`config.mk`:
```
export PLATFORM = sky130hd
export DESIGN_NAME = tccp_top
export DESIGN_NICKNAME = d
export VERILOG_FILES = /design/src/tccp_pkg.sv /design/src/tccp_pin_sync.sv /design/src/tccp_edge_sel.sv /design/src/tccp_top.sv
export SDC_FILE = /design/constraint.sdc
export NUM_CORES = 1
export LEC_CHECK = 0
export BUFFER_PORTS_ARGS = -buffer_cell sky130_fd_sc_hd__buf_4
export CAP_MARGIN = 30
export CORE_MARGIN = 1
export CORE_UTILIZATION = 40
export CTS_CLUSTER_SIZE = 8
export DETAILED_ROUTE_END_ITERATION = 10
export PLACE_DENSITY = 0.64
export REMOVE_ABC_BUFFERS = 1
export SETUP_SLACK_MARGIN = 0.15
export SLEW_MARGIN = 15
export SYNTH_ARGS = -nofsm -noshare
export SYNTH_HDL_FRONTEND = slang
export SYNTH_SLANG_ARGS = --single-unit
```
`constraint.sdc`:
```
create_clock -name sys_clk -period 4.26 [get_ports sys_clk]
set_input_delay 1.065 -clock sys_clk [delete_from_list [all_inputs] [get_ports sys_clk]]
set_output_delay 1.065 -clock sys_clk [all_outputs]
set_load 0.005 [all_outputs]
```
`src/tccp_pkg.sv`:
```
// Shared constants for the capture/compare register pair
package tccp_pkg;
	// Data and address widths of the register port
	localparam int unsigned DATA_W = 16;
	localparam int unsigned ADDR_W = 5;

	// Register byte offsets
	localparam logic [4:0] OFS_CC_FIRST = 5'h00;
	localparam logic [4:0] OFS_CC_SECOND = 5'h04;
	localparam logic [4:0] OFS_CC_CONTROL = 5'h08;
	localparam logic [4:0] OFS_PRESCALER_MODE = 5'h0C;
	localparam logic [4:0] OFS_STATUS = 5'h10;

	// Reset values
	localparam logic [15:0] CC_RESET = 16'h0000;
	localparam logic [2:0] CTRL_RESET = 3'h0;
	localparam logic [3:0] EDGE_RESET = 4'h0;

	// Capture control field positions
	localparam int unsigned BIT_FIRST_ROLE = 0;
	localparam int unsigned BIT_FIRST_TRIG = 1;
	localparam int unsigned BIT_SECOND_ROLE = 2;

	// Prescaler mode field positions: first input code 5:4, second 7:6
	localparam int unsigned BIT_EDGE_FIRST_LO = 4;
	localparam int unsigned BIT_EDGE_SECOND_LO = 6;

	// Counter mode field, upper two bits of the three-bit mode
	localparam logic [1:0] MODE_STOP = 2'h0;
	localparam logic [1:0] MODE_FREE = 2'h1;
	localparam logic [1:0] MODE_CLR_EDGE = 2'h2;
	localparam logic [1:0] MODE_CLR_MATCH = 2'h3;

	// Edge-select codes
	localparam logic [1:0] EDGE_FALL = 2'h0;
	localparam logic [1:0] EDGE_RISE = 2'h1;
	localparam logic [1:0] EDGE_BAD = 2'h2;
	localparam logic [1:0] EDGE_BOTH = 2'h3;

	// Count values of interest
	localparam logic [15:0] COUNT_ZERO = 16'h0000;
	localparam logic [15:0] COUNT_TOP = 16'hFFFF;
endpackage : tccp_pkg

```
`src/tccp_pin_sync.sv`:
```
// Three-stage pin synchroniser with filtered level and edge pulses
`timescale 1ns/1ns
`default_nettype none
module tccp_pin_sync (
	input wire logic sys_clk,
	input wire logic arst_n,
	input wire logic pin_in,
	output logic level,
	output logic rise,
	output logic fall
);
	logic s1_reg;
	logic s2_reg;
	logic s3_reg;

	// First stage feeds only the second; level moves when stages 2 and 3 agree
	always_ff @(posedge sys_clk or negedge arst_n)
	begin
		if (!arst_n)
		begin
			s1_reg <= 1'b0;
			s2_reg <= 1'b0;
			s3_reg <= 1'b0;
		end
		else
		begin
			s1_reg <= pin_in;
			s2_reg <= s1_reg;
			s3_reg <= s2_reg;
		end
	end

	// Filtered level with one-cycle edge pulses
	always_ff @(posedge sys_clk or negedge arst_n)
	begin
		if (!arst_n)
		begin
			level <= 1'b0;
			rise <= 1'b0;
			fall <= 1'b0;
		end
		else
		begin
			rise <= (s2_reg == s3_reg) && s3_reg && !level;
			fall <= (s2_reg == s3_reg) && !s3_reg && level;
			if (s2_reg == s3_reg)
			begin
				level <= s3_reg;
			end
		end
	end
endmodule : tccp_pin_sync
`default_nettype wire

```
`src/tccp_edge_sel.sv`:
```
// Turns an edge-select code and synchronised edges into a trigger
`timescale 1ns/1ns
`default_nettype none
module tccp_edge_sel (
	input wire logic rise,
	input wire logic fall,
	input wire logic [1:0] code,
	input wire logic reverse,
	output logic hit
);
	// Reverse phase swaps the edges and drops the both-edge setting;
	// the prohibited code never triggers, so a bad write is harmless
	always_comb
	begin
		hit = 1'b0;
		unique case (code)
			tccp_pkg::EDGE_FALL: hit = reverse ? rise : fall;
			tccp_pkg::EDGE_RISE: hit = reverse ? fall : rise;
			tccp_pkg::EDGE_BOTH: hit = reverse ? 1'b0 : (rise | fall);
			tccp_pkg::EDGE_BAD: hit = 1'b0;
		endcase
	end
endmodule : tccp_edge_sel
`default_nettype wire

```
`src/tccp_top.sv`:
```
// Capture/compare register pair beside a 16-bit up-counter
`timescale 1ns/1ns
`default_nettype none
module tccp_top (
	input wire logic sys_clk,
	input wire logic arst_n,
	// Register port
	input wire logic [tccp_pkg::ADDR_W-1:0] reg_addr,
	input wire logic [tccp_pkg::DATA_W-1:0] reg_wdata,
	input wire logic reg_wr,
	input wire logic reg_rd,
	output logic [tccp_pkg::DATA_W-1:0] reg_rdata,
	// Counter side
	input wire logic [15:0] up_counter,
	input wire logic count_tick,
	input wire logic [2:0] timer_mode,
	// Timer inputs and shared pin
	input wire logic timer_input_first,
	input wire logic shared_port_pin_in,
	input wire logic timer_out_level,
	input wire logic timer_out_en,
	output logic shared_port_pin_out,
	output logic shared_port_pin_oe,
	// Events
	output logic match_irq_first,
	output logic match_irq_second,
	output logic interval_end
);
	// Register state
	logic [15:0] cc_reg_first;
	logic [15:0] cc_reg_second;
	logic [2:0] cc_control_reg;
	logic [3:0] prescaler_mode_reg;
	logic wrapped_reg;
	logic cap_pend_first_reg;
	logic cap_pend_second_reg;
	logic rd_first_hit_reg;
	logic rd_second_hit_reg;

	// Decoded control
	logic [1:0] mode_hi;
	logic running;
	logic zero_match_ok;
	logic first_role_sel;
	logic first_trigger_sel;
	logic second_role_sel;
	logic [1:0] in_first_edge;
	logic [1:0] in_second_edge;

	// Pin side
	logic second_pin_gated;
	logic first_level;
	logic first_rise;
	logic first_fall;
	logic second_level;
	logic second_rise;
	logic second_fall;
	logic hit_first_rev;
	logic hit_second_dir;
	logic hit_first_dir;

	// Events
	logic cap_first;
	logic cap_second;
	logic cmp_first;
	logic cmp_second;

	// Bus decode
	logic wr_cc_first;
	logic wr_cc_second;
	logic wr_control;
	logic wr_prescaler;
	logic [15:0] rd_mux;

	// Control field views
	assign mode_hi = timer_mode[2:1];
	assign running = (mode_hi != tccp_pkg::MODE_STOP);
	assign first_role_sel = cc_control_reg[tccp_pkg::BIT_FIRST_ROLE];
	assign first_trigger_sel = cc_control_reg[tccp_pkg::BIT_FIRST_TRIG];
	assign second_role_sel = cc_control_reg[tccp_pkg::BIT_SECOND_ROLE];
	assign in_first_edge = prescaler_mode_reg[1:0];
	assign in_second_edge = prescaler_mode_reg[3:2];

	// The zero-value match after a wrap exists only where the counter
	// is not cleared by the first register itself
	assign zero_match_ok = (mode_hi == tccp_pkg::MODE_FREE) ||
		(mode_hi == tccp_pkg::MODE_CLR_EDGE);

	// Shared pin: when the output controller owns it, the second input
	// sees a steady low so no stray edge reaches the capture logic
	assign shared_port_pin_oe = timer_out_en;
	assign shared_port_pin_out = timer_out_en ? timer_out_level : 1'b0;
	assign second_pin_gated = timer_out_en ? 1'b0 : shared_port_pin_in;

	// Input synchronisers
	tccp_pin_sync u_sync_first (
		.sys_clk(sys_clk),
		.arst_n(arst_n),
		.pin_in(timer_input_first),
		.level(first_level),
		.rise(first_rise),
		.fall(first_fall)
	);

	tccp_pin_sync u_sync_second (
		.sys_clk(sys_clk),
		.arst_n(arst_n),
		.pin_in(second_pin_gated),
		.level(second_level),
		.rise(second_rise),
		.fall(second_fall)
	);

	// First input in reverse phase, feeding the first register
	tccp_edge_sel u_sel_first_rev (
		.rise(first_rise),
		.fall(first_fall),
		.code(in_first_edge),
		.reverse(1'b1),
		.hit(hit_first_rev)
	);

	// Second input used directly, feeding the first register
	tccp_edge_sel u_sel_second_dir (
		.rise(second_rise),
		.fall(second_fall),
		.code(in_second_edge),
		.reverse(1'b0),
		.hit(hit_second_dir)
	);

	// First input used directly, feeding the second register
	tccp_edge_sel u_sel_first_dir (
		.rise(first_rise),
		.fall(first_fall),
		.code(in_first_edge),
		.reverse(1'b0),
		.hit(hit_first_dir)
	);

	// Capture strobes; a stopped timer takes no trigger at all, and a
	// compare-mode register is never loaded from the counter
	assign cap_first = running && first_role_sel &&
		(first_trigger_sel ? hit_first_rev : hit_second_dir);
	assign cap_second = running && second_role_sel && hit_first_dir;

	// Compare happens on each count, against the value being left, so a
	// match lasts exactly one count and a zero value only hits after a wrap
	assign cmp_first = running && !first_role_sel && count_tick &&
		(up_counter == cc_reg_first) &&
		((cc_reg_first != tccp_pkg::COUNT_ZERO) ||
		(zero_match_ok && wrapped_reg));
	assign cmp_second = running && !second_role_sel && count_tick &&
		(up_counter == cc_reg_second) &&
		((cc_reg_second != tccp_pkg::COUNT_ZERO) ||
		(zero_match_ok && wrapped_reg));

	// Register write decode
	assign wr_cc_first = reg_wr && (reg_addr == tccp_pkg::OFS_CC_FIRST);
	assign wr_cc_second = reg_wr && (reg_addr == tccp_pkg::OFS_CC_SECOND);
	assign wr_control = reg_wr && (reg_addr == tccp_pkg::OFS_CC_CONTROL);
	assign wr_prescaler = reg_wr && (reg_addr == tccp_pkg::OFS_PRESCALER_MODE);

	// Wrap tracking: set on the count that leaves the top value, cleared
	// only when the timer stops, so it marks "counting after overflow"
	always_ff @(posedge sys_clk or negedge arst_n)
	begin
		if (!arst_n)
		begin
			wrapped_reg <= 1'b0;
		end
		else if (!running)
		begin
			wrapped_reg <= 1'b0;
		end
		else if (count_tick && (up_counter == tccp_pkg::COUNT_TOP))
		begin
			wrapped_reg <= 1'b1;
		end
	end

	// First capture/compare register; a capture beats a write in the same
	// cycle because the latched count is the event software waits for
	always_ff @(posedge sys_clk or negedge arst_n)
	begin
		if (!arst_n)
		begin
			cc_reg_first <= tccp_pkg::CC_RESET;
		end
		else if (cap_first)
		begin
			cc_reg_first <= up_counter;
		end
		else if (wr_cc_first)
		begin
			cc_reg_first <= reg_wdata;
		end
	end

	// Second capture/compare register, written only as a whole word
	always_ff @(posedge sys_clk or negedge arst_n)
	begin
		if (!arst_n)
		begin
			cc_reg_second <= tccp_pkg::CC_RESET;
		end
		else if (cap_second)
		begin
			cc_reg_second <= up_counter;
		end
		else if (wr_cc_second)
		begin
			cc_reg_second <= reg_wdata;
		end
	end

	// Capture control bits; changing them mid-count is the user's risk
	always_ff @(posedge sys_clk or negedge arst_n)
	begin
		if (!arst_n)
		begin
			cc_control_reg <= tccp_pkg::CTRL_RESET;
		end
		else if (wr_control)
		begin
			cc_control_reg <= reg_wdata[2:0];
		end
	end

	// Edge-select codes held in the upper nibble of the prescaler byte
	always_ff @(posedge sys_clk or negedge arst_n)
	begin
		if (!arst_n)
		begin
			prescaler_mode_reg <= tccp_pkg::EDGE_RESET;
		end
		else if (wr_prescaler)
		begin
			prescaler_mode_reg <= reg_wdata[tccp_pkg::BIT_EDGE_FIRST_LO +: 4];
		end
	end

	// Pending capture events wait for the next count; a new capture in
	// the same cycle as the release keeps the flag set
	always_ff @(posedge sys_clk or negedge arst_n)
	begin
		if (!arst_n)
		begin
			cap_pend_first_reg <= 1'b0;
			cap_pend_second_reg <= 1'b0;
		end
		else if (!running)
		begin
			cap_pend_first_reg <= 1'b0;
			cap_pend_second_reg <= 1'b0;
		end
		else
		begin
			if (cap_first)
			begin
				cap_pend_first_reg <= 1'b1;
			end
			else if (count_tick)
			begin
				cap_pend_first_reg <= 1'b0;
			end
			if (cap_second)
			begin
				cap_pend_second_reg <= 1'b1;
			end
			else if (count_tick)
			begin
				cap_pend_second_reg <= 1'b0;
			end
		end
	end

	// Event pulses, one clock each and per register; a stop kills them
	always_ff @(posedge sys_clk or negedge arst_n)
	begin
		if (!arst_n)
		begin
			match_irq_first <= 1'b0;
			match_irq_second <= 1'b0;
		end
		else
		begin
			match_irq_first <= cmp_first ||
				(running && count_tick && cap_pend_first_reg);
			match_irq_second <= cmp_second ||
				(running && count_tick && cap_pend_second_reg);
		end
	end

	// Interval end: the first register's match in clear-on-match mode tells
	// the counter to restart; the counter itself is not touched here
	always_ff @(posedge sys_clk or negedge arst_n)
	begin
		if (!arst_n)
		begin
			interval_end <= 1'b0;
		end
		else
		begin
			interval_end <= cmp_first && (mode_hi == tccp_pkg::MODE_CLR_MATCH);
		end
	end

	// Note which capture register a read collides with a capture
	always_ff @(posedge sys_clk or negedge arst_n)
	begin
		if (!arst_n)
		begin
			rd_first_hit_reg <= 1'b0;
			rd_second_hit_reg <= 1'b0;
		end
		else
		begin
			rd_first_hit_reg <= reg_rd && cap_first &&
				(reg_addr == tccp_pkg::OFS_CC_FIRST);
			rd_second_hit_reg <= reg_rd && cap_second &&
				(reg_addr == tccp_pkg::OFS_CC_SECOND);
		end
	end

	// Read mux; unmapped offsets return zero, reserved bits read zero.
	// Contents after a stop are whatever was last held, nothing more.
	always_comb
	begin
		rd_mux = 16'h0000;
		unique case (reg_addr)
			tccp_pkg::OFS_CC_FIRST: rd_mux = cc_reg_first;
			tccp_pkg::OFS_CC_SECOND: rd_mux = cc_reg_second;
			tccp_pkg::OFS_CC_CONTROL: rd_mux = {13'h0000, cc_control_reg};
			tccp_pkg::OFS_PRESCALER_MODE:
				rd_mux = {8'h00, prescaler_mode_reg, 4'h0};
			tccp_pkg::OFS_STATUS:
				rd_mux = {8'h00, rd_second_hit_reg, rd_first_hit_reg,
					second_level, first_level, cap_pend_second_reg,
					cap_pend_first_reg, running, wrapped_reg};
			default: rd_mux = 16'h0000;
		endcase
	end

	// Read data stand one cycle after the strobe and are zero otherwise;
	// a colliding read returns the pre-capture value, treated as undefined
	always_ff @(posedge sys_clk or negedge arst_n)
	begin
		if (!arst_n)
		begin
			reg_rdata <= 16'h0000;
		end
		else if (reg_rd)
		begin
			reg_rdata <= rd_mux;
		end
		else
		begin
			reg_rdata <= 16'h0000;
		end
	end
endmodule : tccp_top
`default_nettype wire

```
---- Word-level counts from Yosys, hierarchy flattened ----
Cells that the tools add are included.
storage, ports and cells
  input bits .............................. 49
  bits in registers ....................... 75
  word-level logic and storage cells ...... 121
cells by class
  multiplexer cells ....................... 19
  bitwise operators ....................... 2
  eq/ne operators ......................... 21
  reductions and logical operators ........ 54
operators with widths
  operator                                                                 number
  16-bit 2-to-1 mux                                                        5
  16-bit one-hot mux with 5 select lines                                   1
  1-bit logical AND                                                        34
  16-bit == test                                                           2
  16-bit nonzero test                                                      2
  16-bit == test, second input constant                                    1
  2-bit == test, second input constant                                     6
  5-bit by 4-bit == test with 1-bit output, second input constant          2
  1-bit 2-to-1 mux                                                         10
  1-bit one-hot mux with 4 select lines                                    2
  2-bit by 1-bit == test with 1-bit output, second input constant          3
  1-bit zero test                                                          6
  3-bit by 2-bit inequality test with 1-bit output, second input constant  2
  2-bit nonzero test                                                       3
  5-bit by 3-bit == test with 1-bit output, second input constant          1
  5-bit == test, second input constant                                     1
  5-bit zero test                                                          1
  1-bit logical OR                                                         5
  2-bit zero test                                                          2
  1-bit one-hot mux with 3 select lines                                    1
  1-bit == test                                                            2
  2-bit by 1-bit inequality test with 1-bit output, second input constant  1
  1-bit OR                                                                 2
  2-bit OR reduction                                                       1

---- Longest topological paths before layout ----
  depth in word-level cells ............... 7
  depth in mapped cells ................... 6

---- Hierarchy ----
A second synthesis with hierarchy kept.
unflattened totals
  cells, all modules ...................... 375
  area, all modules ....................... 3928.8 µm²
modules (own cells, without submodules)
  module         area an instance (µm²)  times used  cells each
  tccp_top       3373.2                  1           331
  tccp_pin_sync  210.2                   2           13
  tccp_edge_sel  45.0                    3           6

---- Least setup slack after synthesis ----
No wires, ideal clock.
  kind .................................... input-to-output
  start ................................... in timer_out_en
  end ..................................... out shared_port_pin_out
  buffers on the path ..................... 0
  arrival ................................. 1.208 ns
  setup slack ............................. 1.987 ns
  stages on the path ...................... 1
  cell sequence ........................... and2_1
on the way
  cells in the longest elaborated chain, start to end .. 1
ends and longest elaborated chain
  item                line            text
  start: declaration  tccp_top.sv:21  input wire logic timer_out_en,
  1-bit 2-to-1 mux    tccp_top.sv:92  assign shared_port_pin_out = timer_out_en ? timer_out_level : 1'b0;
  end: declaration    tccp_top.sv:22  output logic shared_port_pin_out,
No other way between the ends.

---- Worst setup path after layout ----
Ends and elaborated chain as after synthesis.

==> impl_summary.txt <==
----------------------------------------------------
[Detailed routing]
  Routed WL ... 9.556 mm
  Remaining number of nets flagged by the antenna check after routing ... 0
  Pre-Repair DR Iteration Count ... 5
  Via count ... 2866
  Vias per inst ... 5.367
  Starting DRC count in detailed routing ... 173
  Number of remaining DRC errors ... 0
  Routed len/inst ... 17.90 µm

[Final layout]
  Fraction of final layout cells sized beyond drive strength 1 ... 0.4364
  Largest registers in the final layout ... cc_reg_first (16), cc_reg_second (16), reg_rdata (16)
  Fill cell instance count of the final layout ... 924
  Fin nets ... 451
  Fraction of the core area covered by cells at the end of the flow ... 0.5005
  Final non-filler cell area ... 0.004870 mm²
  Number of antenna repair diodes ... 0
  Area added between synthesis and finish ... 21.55%

[Clock tree]
  H-tree depth ... 3
  Max Buffers Root-to-Sink ... 2
  Clock Tree Root ... sky130_fd_sc_hd__clkbuf_8
  Hold_buf cts ... 0
  Setup Fix Bufs, Post-CTS ... 0
  Resized cells post-CTS ... 0
  Clock-pin transition on the worst setup and hold timing paths ... 0.08 ns
  Worst skew pair latency ... 0.35 ns
  CTS tree ... built
  Total clock buffers created by CTS ... 9
  Number of sinks on the clock net ... 75

[Worst setup path]
  Critical path launch point ... timer_out_en
  Depth of the worst register-to-register path ... 4
  Critical R2R Capture ... cc_reg_second[5]
  CP Capture Type ... output pin
  Worst Path Max Fanout ... 3
  Reg-to-reg critical path startpoint ... prescaler_mode_reg[1]
  Data required time at the worst endpoint ... 3.19 ns
  Minimum setup slack among reg-to-reg paths ... 2.44 ns
  Element type at the critical path start ... input port
  Data arrival time of the worst path ... 1.45 ns
  Critical path start-end classification ... input port to output pin

[GRT]
  First-pass GRT wire length ... 14.81 mm
  Antenna violations before repair ... 0
  GRT Util Overall ... 0.1969
  Grt total ovfl ... 0
  Vias in the first global route ... 2818
  Maximum number of pins on one net before global-route repair ... 76

[Die]
  Cell row count ... 36
  Starting utilization of the core area ... 0.4118
  Placeable core region ... 0.009729 mm²
  Die boundary height ... 102.1 µm
  Overall die area ... 0.01042 mm²
  I/O pins ... 70
  Die Span X ... 102.1 µm

[Synthesis]
  FF+latch count, synth ... 75
  Post-synthesis sequential area ratio ... 0.4685
  Synthesized instance count ... 325
  Total of warnings raised by yosys ... 0
  Area of the mapped netlist ... 0.004006 mm²
  Mean cell area of the mapped netlist ... 12.33 µm²
  Yosys cell types ... 43

[Place]
  Placed wire-length estimate after detailed placement ... 6.817 mm
  Input/output buffers ... 68
  Last weighted congestion value of the routability-driven placer ... 0.8673
  Cell area after placement ... 0.004616 mm²

[Timing]
  Sum of negative setup slack ... 0 ns
  Min Hold Slack ... 0.3525 ns
  Measured slew at the worst slew-check pin ... 0.7745 ns
  RSZ-0062 raised after global routing ... false
  Post-Route Skew ... 0.008893 ns
  Final-report hold violation count ... 0
  Upper clock frequency limit ... 397.3 MHz
  Count of final max-slew check failures ... 0
  Worst relative slew slack ... 0.4808
  Final period util ... 0.5908
  Count of endpoints failing setup in the final report ... 0
  Clock period minus worst slack ... 2.517 ns

[Pwr]
  Overall power of the completed layout ... 0.002340 W
  Power density over cell area ... 480.6 mW/mm²
  Worst vdd rail ir drop ... 0.0001907 V
  Leakage power ... 2.249 nW

[Hold path]
  Worst hold path cell count ... 0
  Worst min-delay path endpoint ... u_sync_first.s2_reg
  Beginning of the worst hold path ... u_sync_first.s1_reg
  Worst hold path class ... flop to flop

[Run status]
  Run status ... finished clean

[Job]
  Maxcap violations ... 0

----------------------------------------------------
-- cell type report --
type / count / area, µm² / share of cell area
Clock inverter: 6 / 88.84 / 0.01824
Sequential cell: 75 / 1877 / 0.3854
Clock buffer: 10 / 137.6 / 0.02826
Multi-Input combinational cell: 232 / 2028 / 0.4165
Inverter: 9 / 33.78 / 0.006937
Timing Repair Buffer: 69 / 538.0 / 0.1105
Tap cell: 133 / 166.4 / 0.03417
-- layout by cell type (no fill, tap or decap), drive strengths merged --
cell type / n
a21o: 2
a221o: 1
a222oi: 7
a22o: 1
a22oi: 9
and2: 3
and3: 1
and4b: 1
buf: 69
bufinv: 2
clkbuf: 10
clkinv: 2
clkinvlp: 2
dfrtp: 75
ha: 6
inv: 9
mux2: 78
mux2i: 2
nand2: 15
nand2b: 1
nand3: 4
nand3b: 1
nand4: 5
nand4b: 2
nor2: 24
nor2b: 4
nor3: 7
nor3b: 1
nor4: 14
o211ai: 2
o21ai: 6
o32ai: 1
or3: 2
xor2: 32
-- power breakdown --
group          switching (W)  total [W]  internal, W
Sequential          0.000225    0.00110     0.000879
Clock               0.000277   0.000623     0.000346
Combinational       0.000232   0.000613     0.000381
Total               0.000735    0.00234      0.00161
-- metal layers --
metal / vias to the layer above / track usage / wire length (µm)
met3: 16 / 0.03352 / 499
met1: 1429 / 0.2676 / 4255
li1: 1331 / - / -
met5: - / 0 / 0
met4: 0 / 0.08132 / 223
met2: 90 / 0.3123 / 4577
-- kinds of logic after synthesis --
group / after synthesis / synth area share
adder cells (fa/ha/maj): 6 / 0.01874
XOR/XNOR: 32 / 0.06996
buffers and inverters: 18 / 0.02529
multiplexers: 80 / 0.2270
AND/OR/NAND/NOR: 85 / 0.1305
flip-flops: 75 / 0.4685
AO/OA/AOI/OAI: 29 / 0.05996
-- how the worst max path moves through the flow --
stage	to	slack (ns)	cells after the start
after global placement	cc_reg_second[10]	1.62	5
after CTS	shared_port_pin_out	1.74	3
after floorplan	shared_port_pin_out	1.99	1
final	shared_port_pin_out	1.74	3
after global routing	shared_port_pin_out	1.73	3
after detailed placement	cc_reg_second[1]	1.59	5
-- cell usage after synthesis, drive strengths merged --
master  count  area share
xor2       32       0.070
dfrtp      75        0.47
and2        3      0.0047
o211ai      2      0.0037
o32ai       1      0.0022
nand4b      2       0.012
clkbuf      1     0.00094
a22oi       9       0.017
a221o       1      0.0025
and3        1      0.0019
nor4       14       0.022
and4b       1      0.0025
a222oi      7       0.017
mux2       78        0.22
a22o        1      0.0022
or3         2      0.0044
mux2i       2      0.0050
nand2      15       0.015
nor2b       4      0.0062
nand3b      1      0.0028
nand4       5       0.012
buf         8       0.016
nor3b       1      0.0047
ha          6       0.019
inv         9      0.0084
a21o        2      0.0037
nand2b      1      0.0016
o21ai       6       0.011
nand3       4      0.0050
nor2       24       0.027
nor3        7       0.010
-- per-stage QoR --
step           instances  setup slack [ns]
2_1_floorplan        316             1.987
4_1_cts              533             1.741
6_report             534             1.743
5_1_grt              534             1.726
3_3_place_gp         517             1.619
3_5_place_dp         517             1.592
-- worst max-delay path, cell delays in order --
cell and delay, ns:
sky130_fd_sc_hd__buf_4 0.11, sky130_fd_sc_hd__and2_1 0.14, sky130_fd_sc_hd__buf_4 0.13
No activity file was read; power rests on OpenSTA's default activity.
